### config.mk
export PLATFORM = sky130hd
export DESIGN_NAME = bridge_reset_and_clock_control
export DESIGN_NICKNAME = d
export VERILOG_FILES = /design/src/hw/bridge_reset_pkg.sv /design/src/hw/bridge_reset_and_clock_control.sv
export VERILOG_INCLUDE_DIRS = /design/src /design/src/hw
export SDC_FILE = /design/constraint.sdc
export NUM_CORES = 1
export LEC_CHECK = 0
export BUFFER_PORTS_ARGS = -buffer_cell sky130_fd_sc_hd__buf_2
export CAP_MARGIN = 40
export CORE_MARGIN = 8
export CORE_UTILIZATION = 30
export CTS_BUF_LIST = sky130_fd_sc_hd__clkbuf_8
export CTS_CLUSTER_DIAMETER = 50
export DETAILED_ROUTE_END_ITERATION = 8
export PLACE_DENSITY = 0.62
export SYNTH_ARGS = -nofsm -noshare
export SYNTH_HDL_FRONTEND = slang
export SYNTH_SLANG_ARGS = --single-unit
### constraint.sdc
create_clock -name REF_CLK -period 5.9 [get_ports REF_CLK]
set_input_delay 1.475 -clock REF_CLK [delete_from_list [all_inputs] [get_ports REF_CLK]]
set_output_delay 1.475 -clock REF_CLK [all_outputs]
set_load 0.01 [all_outputs]
### src/hw/bridge_reset_defines.svh
// Constants for the bridge reset and clock control block.
`ifndef BRIDGE_RESET_DEFINES_SVH
`define BRIDGE_RESET_DEFINES_SVH

`define REF_CLK_HZ 40000000
`define POR_DELAY_NS 300000
`define POR_DELAY_CYCLES ((`POR_DELAY_NS) * (`REF_CLK_HZ / 1000000) / 1000)

`define SYS_PERIOD_NOM 4'h8
`define SYS_PERIOD_LOW 4'h7
`define SYS_PERIOD_HIGH 4'h9
`define SW_RESET_TICKS 2'h2

`define CMD_FRAME_CTRL 4'h2
`define CMD_FRAME_CLK 4'h4
`define SW_RESET_MSB 10
`define SW_RESET_LSB 9
`define SW_RESET_CODE 2'h1
`define SELF_TEST_BIT 8
`define SPREAD_BIT 2

`define ANS_FRAME_4 4'h4
`define ANS_FRAME_7B 4'hb
`define ANS_FRAME_7E 4'he
`define ANS_FRAME_8A 4'ha
`define FLAG_BIT 11
`define ST_STATUS_LSB 6

`define RESET_FLAG_INIT 1'b1
`define SPREAD_INIT 1'b0
`define ST_NOT_DONE 3'h0
`define ST_FAIL 3'h4
`define ST_PASS 3'h7

`endif

### src/hw/bridge_reset_pkg.sv
// Types for the bridge reset and clock control block.
package bridge_reset_pkg;

	typedef enum logic [1:0] {
		ST_DISABLED = 2'b00,
		ST_TESTING = 2'b01,
		ST_PASSED = 2'b11,
		ST_NORMAL = 2'b10
	} bridge_state_t;

	typedef logic [3:0] frame_id_t;

endpackage

### src/hw/bridge_reset_and_clock_control.sv
// Power-on reset, software reset, status flag and system clock control.
`timescale 1ns/1ps
`include "bridge_reset_defines.svh"

module bridge_reset_and_clock_control
	import bridge_reset_pkg::*;
#(
	parameter int POR_DELAY = `POR_DELAY_CYCLES
) (
	input wire logic REF_CLK,
	input wire logic RESET,
	input wire logic SUPPLY_LOW,
	input wire logic PWM_IN,
	input wire logic CMD_STROBE,
	input wire frame_id_t CMD_FRAME,
	input wire logic [15:0] CMD_DATA,
	input wire logic ANS_STROBE,
	input wire frame_id_t ANS_FRAME,
	output logic [11:0] ANS_DATA,
	input wire logic SELF_TEST_DONE,
	input wire logic SELF_TEST_OK,
	output logic SELF_TEST_REQUEST,
	output logic POR_N,
	output logic LOGIC_RESET,
	output logic BRIDGE_HIZ,
	output logic SYS_TICK
);

	localparam int CW = $clog2(POR_DELAY + 1);
	localparam int REL_AT = POR_DELAY - 3;
	localparam int SW_LEN = 15;

	function automatic logic [3:0] sys_period(input logic dis,
		input logic [1:0] step);
		logic [3:0] p;
		p = `SYS_PERIOD_NOM;
		if (!dis) begin
			case (step)
				2'h1: p = `SYS_PERIOD_LOW;
				2'h3: p = `SYS_PERIOD_HIGH;
				default: p = `SYS_PERIOD_NOM;
			endcase
		end
		return p;
	endfunction

	logic por_s1_reg, por_s1_next;
	logic por_s2_reg, por_s2_next;
	logic por_n_reg, por_n_next;
	logic [CW-1:0] por_cnt_reg, por_cnt_next;

	bridge_state_t state_reg, state_next;
	logic [2:0] st_status_reg, st_status_next;
	logic flag_reg, flag_next;
	logic spread_reg, spread_next;
	logic echo_reg, echo_next;
	logic [1:0] sw_cnt_reg, sw_cnt_next;
	logic [3:0] div_reg, div_next;
	logic [1:0] step_reg, step_next;
	logic tick_reg, tick_next;
	logic req_reg, req_next;
	logic pwm_s1_reg, pwm_s1_next;
	logic pwm_s2_reg, pwm_s2_next;
	logic pwm_prev_reg, pwm_prev_next;
	logic [11:0] ans_reg, ans_next;

	logic sw_active;
	logic logic_rst;
	logic rst_any;
	logic cmd_ctrl;
	logic sw_accept;
	logic st_trigger;
	logic spread_wr;
	logic flag_clear;
	logic pwm_edge;
	logic tick_now;
	logic [3:0] period;

	// Release path of the power-on reset: a two-stage reset synchroniser
	// followed by the power-up release delay.
	always_comb begin
		por_s1_next = ~RESET;
		por_s2_next = ~RESET & por_s1_reg;
		por_cnt_next = por_cnt_reg;
		por_n_next = por_n_reg;
		if (RESET) begin
			por_cnt_next = '0;
			por_n_next = 1'b0;
		end else if (!por_n_reg && por_s2_reg) begin
			if (por_cnt_reg == CW'(REL_AT)) begin
				por_n_next = 1'b1;
			end else begin
				por_cnt_next = por_cnt_reg + 1'b1;
			end
		end
	end

	always_ff @(posedge REF_CLK or posedge SUPPLY_LOW) begin
		if (SUPPLY_LOW) begin
			por_s1_reg <= 1'b0;
			por_s2_reg <= 1'b0;
			por_n_reg <= 1'b0;
			por_cnt_reg <= '0;
		end else begin
			por_s1_reg <= por_s1_next;
			por_s2_reg <= por_s2_next;
			por_n_reg <= por_n_next;
			por_cnt_reg <= por_cnt_next;
		end
	end

	assign sw_active = sw_cnt_reg != 2'h0;
	assign logic_rst = ~por_n_reg | sw_active;
	assign rst_any = RESET | logic_rst;
	assign cmd_ctrl = CMD_STROBE && CMD_FRAME == `CMD_FRAME_CTRL && !rst_any;
	assign sw_accept = cmd_ctrl &&
		CMD_DATA[`SW_RESET_MSB:`SW_RESET_LSB] == `SW_RESET_CODE;
	assign st_trigger = cmd_ctrl && !sw_accept && CMD_DATA[`SELF_TEST_BIT];
	assign spread_wr = CMD_STROBE && CMD_FRAME == `CMD_FRAME_CLK && !rst_any;
	assign flag_clear = ANS_STROBE && ANS_FRAME == `ANS_FRAME_7E;
	assign pwm_edge = pwm_s2_reg ^ pwm_prev_reg;
	assign period = sys_period(spread_reg, step_reg);
	assign tick_now = div_reg == period - 4'h1;

	always_comb begin
		div_next = div_reg + 4'h1;
		step_next = step_reg;
		tick_next = tick_now;
		// A software reset restarts the divider so its length is exact.
		if (RESET || sw_accept) begin
			div_next = 4'h0;
			step_next = 2'h0;
		end else if (tick_now) begin
			div_next = 4'h0;
			step_next = step_reg + 2'h1;
		end

		sw_cnt_next = sw_cnt_reg;
		if (RESET) begin
			sw_cnt_next = 2'h0;
		end else if (sw_accept) begin
			sw_cnt_next = `SW_RESET_TICKS;
		end else if (sw_active && tick_now) begin
			sw_cnt_next = sw_cnt_reg - 2'h1;
		end

		flag_next = flag_reg;
		if (rst_any) begin
			flag_next = `RESET_FLAG_INIT;
		end else if (flag_clear) begin
			flag_next = 1'b0;
		end

		spread_next = spread_reg;
		if (rst_any) begin
			spread_next = `SPREAD_INIT;
		end else if (spread_wr) begin
			spread_next = CMD_DATA[`SPREAD_BIT];
		end
		echo_next = spread_next;

		pwm_s1_next = PWM_IN;
		pwm_s2_next = pwm_s1_reg;
		pwm_prev_next = pwm_s2_reg;
	end

	// Self-test gate: the bridge may leave tri-state only after a pass.
	always_comb begin
		state_next = state_reg;
		st_status_next = st_status_reg;
		req_next = 1'b0;
		if (rst_any) begin
			state_next = ST_DISABLED;
			st_status_next = `ST_NOT_DONE;
		end else begin
			case (state_reg)
				ST_DISABLED: begin
					if (st_trigger) begin
						state_next = ST_TESTING;
						req_next = 1'b1;
					end
				end
				ST_TESTING: begin
					if (SELF_TEST_DONE) begin
						if (SELF_TEST_OK) begin
							state_next = ST_PASSED;
							st_status_next = `ST_PASS;
						end else begin
							state_next = ST_DISABLED;
							st_status_next = `ST_FAIL;
						end
					end
				end
				ST_PASSED: begin
					if (pwm_edge) begin
						state_next = ST_NORMAL;
					end
				end
				ST_NORMAL: begin
					state_next = ST_NORMAL;
				end
				default: begin
					state_next = ST_DISABLED;
				end
			endcase
		end
	end

	always_comb begin
		ans_next = ans_reg;
		if (ANS_STROBE) begin
			ans_next = 12'h000;
			case (ANS_FRAME)
				`ANS_FRAME_4: ans_next[`SPREAD_BIT] = spread_reg;
				`ANS_FRAME_7B: ans_next[`SPREAD_BIT] = echo_reg;
				`ANS_FRAME_7E: ans_next[`FLAG_BIT] = flag_reg;
				`ANS_FRAME_8A: begin
					ans_next[`ST_STATUS_LSB +: 3] = st_status_reg;
				end
				default: ans_next = 12'h000;
			endcase
		end else if (RESET) begin
			ans_next = 12'h000;
		end
	end

	always_ff @(posedge REF_CLK or posedge SUPPLY_LOW) begin
		if (SUPPLY_LOW) begin
			state_reg <= ST_DISABLED;
			st_status_reg <= `ST_NOT_DONE;
			flag_reg <= `RESET_FLAG_INIT;
			spread_reg <= `SPREAD_INIT;
			echo_reg <= `SPREAD_INIT;
			sw_cnt_reg <= 2'h0;
			div_reg <= 4'h0;
			step_reg <= 2'h0;
			tick_reg <= 1'b0;
			req_reg <= 1'b0;
			pwm_s1_reg <= 1'b0;
			pwm_s2_reg <= 1'b0;
			pwm_prev_reg <= 1'b0;
			ans_reg <= 12'h000;
		end else begin
			state_reg <= state_next;
			st_status_reg <= st_status_next;
			flag_reg <= flag_next;
			spread_reg <= spread_next;
			echo_reg <= echo_next;
			sw_cnt_reg <= sw_cnt_next;
			div_reg <= div_next;
			step_reg <= step_next;
			tick_reg <= tick_next;
			req_reg <= req_next;
			pwm_s1_reg <= pwm_s1_next;
			pwm_s2_reg <= pwm_s2_next;
			pwm_prev_reg <= pwm_prev_next;
			ans_reg <= ans_next;
		end
	end

	assign POR_N = por_n_reg;
	assign LOGIC_RESET = logic_rst;
	assign BRIDGE_HIZ = logic_rst | (state_reg != ST_NORMAL);
	assign SYS_TICK = tick_reg;
	assign SELF_TEST_REQUEST = req_reg;
	assign ANS_DATA = ans_reg;

	// Helper counters watched only by the properties below.
	logic [CW:0] rel_wait;
	logic [4:0] sw_len;
	logic [3:0] gap;

	always_ff @(posedge REF_CLK or posedge SUPPLY_LOW) begin
		if (SUPPLY_LOW) begin
			rel_wait <= '0;
			sw_len <= 5'h00;
			gap <= 4'h0;
		end else begin
			if (RESET || por_n_reg) begin
				rel_wait <= '0;
			end else if (!(&rel_wait)) begin
				rel_wait <= rel_wait + 1'b1;
			end
			if (sw_accept) begin
				sw_len <= 5'h00;
			end else if (sw_active) begin
				sw_len <= sw_len + 5'h01;
			end
			if (tick_now || sw_accept || RESET) begin
				gap <= 4'h0;
			end else begin
				gap <= gap + 4'h1;
			end
		end
	end
endmodule

==> results.ini <==
[global_routing]
grt_max_degree = 41
antenna_found_initial = 0
first_global_vias = 1643
overflow = 0
grt_util_all_layers_pct = 9.33
grt_first_pass_wirelength_um = 7580

[routing]
firstDrtPassIters = 4
ant_nets = 0
wl_per_cell_um = 13.1
routed_via_density = 4.73
routed_wl_um = 4350
drc = 0
vias = 1571
drtIter0Drc = 64

[setup_path]
crit_fanout = 5
cp_top_family = flip-flops
slowest_delay_ps = 380
critPathKind = register to primary output
crit_chain = inv_1, ha_1, nand4b_1, buf_2
end_kind = primary output
crit_path_start_kind = register
critPathSlowestCell = dfrtp_1
crit_required_ps = 4430
critPathBufInv = 2
cp.arrival_ps = 1260

[power]
powerDensity_nw_per_um2 = 207
internal-power_mw = 0.376
power_leakage_nw = 1.09
power_switching_mw = 0.127
power_frac_comb_pct = 7.4
pwr-share-seq_pct = 56.6
power_mw = 0.503
p_clk_share_pct = 36.0
vdd_ir_drop_max_mv = 0.0937
switching_share_pct = 25.3

[sta]
maxSlewHeadroom_pct = 64.8
final.setup.tns_ps = 0
period_share_pct = 46.3
slew_viol_final = 0
setup_viol = 0
clock_skew_ps = 13.7
hold_violations = 0
fmax_ghz = 0.366
setup_ws_ps = 3170
rsz0062_at_grt = no
worstMarginPinSlew_ps = 514
min_period_ps = 2730

[synth]
synthXorXnorAreaFrac_pct = 5.81
yosysTopAreaCellShare_pct = 46.2
synth_top_family_by_area = simple AND/OR/NAND/NOR gates
ys_top_cells_by_count = dfrtp_1, nor2_1, nand2_1
synth-seq-cells = 40
synth_cells = 202
synth_compound_area_share_pct = 11.1
muxShareOfSynthArea_pct = 2.07
yosys.area_share.adder_pct = 4.74
yosys_most_used_dff = dfrtp_1
yosysMostFrequentCell = dfrtp_1
avgSynthCellArea_um2 = 10.4
synth_top_area_cell = dfrtp_1
ys_types = 56
seq_area_frac_synth_pct = 47.5
synth-edff-count = 0
synthSimpleGateAreaFrac_pct = 23.7
synth_area_leaders = dfrtp_1, ha_1, nor2_1, xor2_1, buf_4
synth_warnings = 0
ys_async_sr_fraction_pct = 100
syn_area_um2 = 2110

[floorplan]
die_h_um = 99.9
dieArea_um2 = 9980
core-area_um2 = 6790
num_rows = 30
io_pins = 49
die_width_um = 99.9
initial_utilization_pct = 31.1

[clock_tree]
clk_pin_slew_ps = 80
insertion_delay_ps = 300
cts-root-buf = clkbuf_8
cts_hold_buffers = 0
cts_resized = 0
clockBufferDepth = 2
cts.htree.levels = 2
cts_sinks = 40
cts_made_buffers = 5
cts_setup_buffers = 0
cts_tree = built

[placement]
io_buffer_count = 29
dpl.hpwl_um = 3220
gp_congestion = 0.764
dp_slack_ps = 2930

[flow_run]
maxCapViolations = 0

[final_layout]
fillCellCount = 701
syn_to_final_growth_pct = 14.9
largest_reg_flops = 14
num_antenna_cells = 0
nets = 275
drive_above_1_share_pct = 20.8

[min_path]
hp-class = register to register

[outcome]
outcome = complete, no violations

==> area by class of cell <==
cell class | count | area [um^2] | area share (%)
Clock inverter | 3 | 18.8 | 0.774
Timing Repair Buffer | 30 | 153 | 6.29
Clock buffer | 5 | 68.8 | 2.84
Tap cell | 96 | 120 | 4.95
Inverter | 10 | 37.5 | 1.55
Multi-Input combinational cell | 148 | 1030 | 42.3
Sequential cell | 40 | 1000 | 41.3
==> logic make-up after synthesis <==
| kind of cell | after synthesis |
|---|---|
| AOI/OAI and AO/OA | 31 |
| xor gates and xnor gates | 14 |
| adders and majority gates | 8 |
| buffers and inverters | 20 |
| DFF | 40 |
| muxes | 4 |
| other | 1 |
| and+or+nand+nor | 84 |
==> power by group through the flow <==
stage	clock, mW	combinational [mW]	sequential, mW
after floorplan	0	0.0268	0.289
after global placement	0	0.0366	0.290
after detailed placement	0	0.0373	0.290
after CTS	0.186	0.0376	0.285
after global routing	0.199	0.0431	0.286
final	0.181	0.0370	0.285
==> worst paths after layout <==
check	end	start	slack [ps]	cells past startpoint
setup / recovery	BRIDGE_HIZ	sw_cnt_reg[0]	3170	4
hold / removal	pwm_prev_next	pwm_s1_reg	360	0
setup reg to reg	sw_cnt_reg[1]	step_reg[0]	3450	8
hold reg to reg	pwm_prev_next	pwm_s1_reg	360	0
max in group asynchronous	flag_reg	SUPPLY_LOW	4250	3
min in group asynchronous	por_cnt_reg[11]	SUPPLY_LOW	1280	3
==> routing by layer <==
layer  vias to the layer above  global-route usage [%]  part of all wire, %
met5                         -                       0                    0
met4                         0                    2.44                 0.46
met3                         2                    3.60                  4.8
met2                        30                    15.1                   48
met1                       753                    11.3                   47
li1                        786                       -                    -
==> cells in the final DEF, fill, tap and decap left out, types with 2 or more instances in the layout <==
cell type  netlist  layout
dfrtp_1         39      39
buf_2            0      29
nor2_1          23      23
nand2_1         12      12
inv_1           10      10
xor2_1           8       8
ha_1             8       8
a21oi_1          7       7
conb_1           1       7
xnor2_1          6       6
clkbuf_8         0       5
nor3b_1          4       4
nor2b_1          4       4
nand4b_1         4       4
nor3_1           4       4
nand4_1          4       4
nor4b_1          3       3
and4b_1          3       3
nand3_1          3       3
nand2b_1         3       3
mux2_2           3       3
o31ai_1          3       3
or4_1            3       3
o21ai_0          2       2
and3_1           2       2
a22o_1           2       2
a211oi_1         2       2
nand3b_1         2       2
clkinv_2         0       2
==> through the flow <==
step	hold WS (ps)	instances	util (%)	area, um^2
after floorplan	331	208	-	2130
after global placement	334	324	34.4	2340
after detailed placement	344	324	34.4	2340
after CTS	364	332	35.7	2430
after global routing	369	332	35.7	2430
final	359	332	35.7	2430
(Power assumes the default switching activity.)
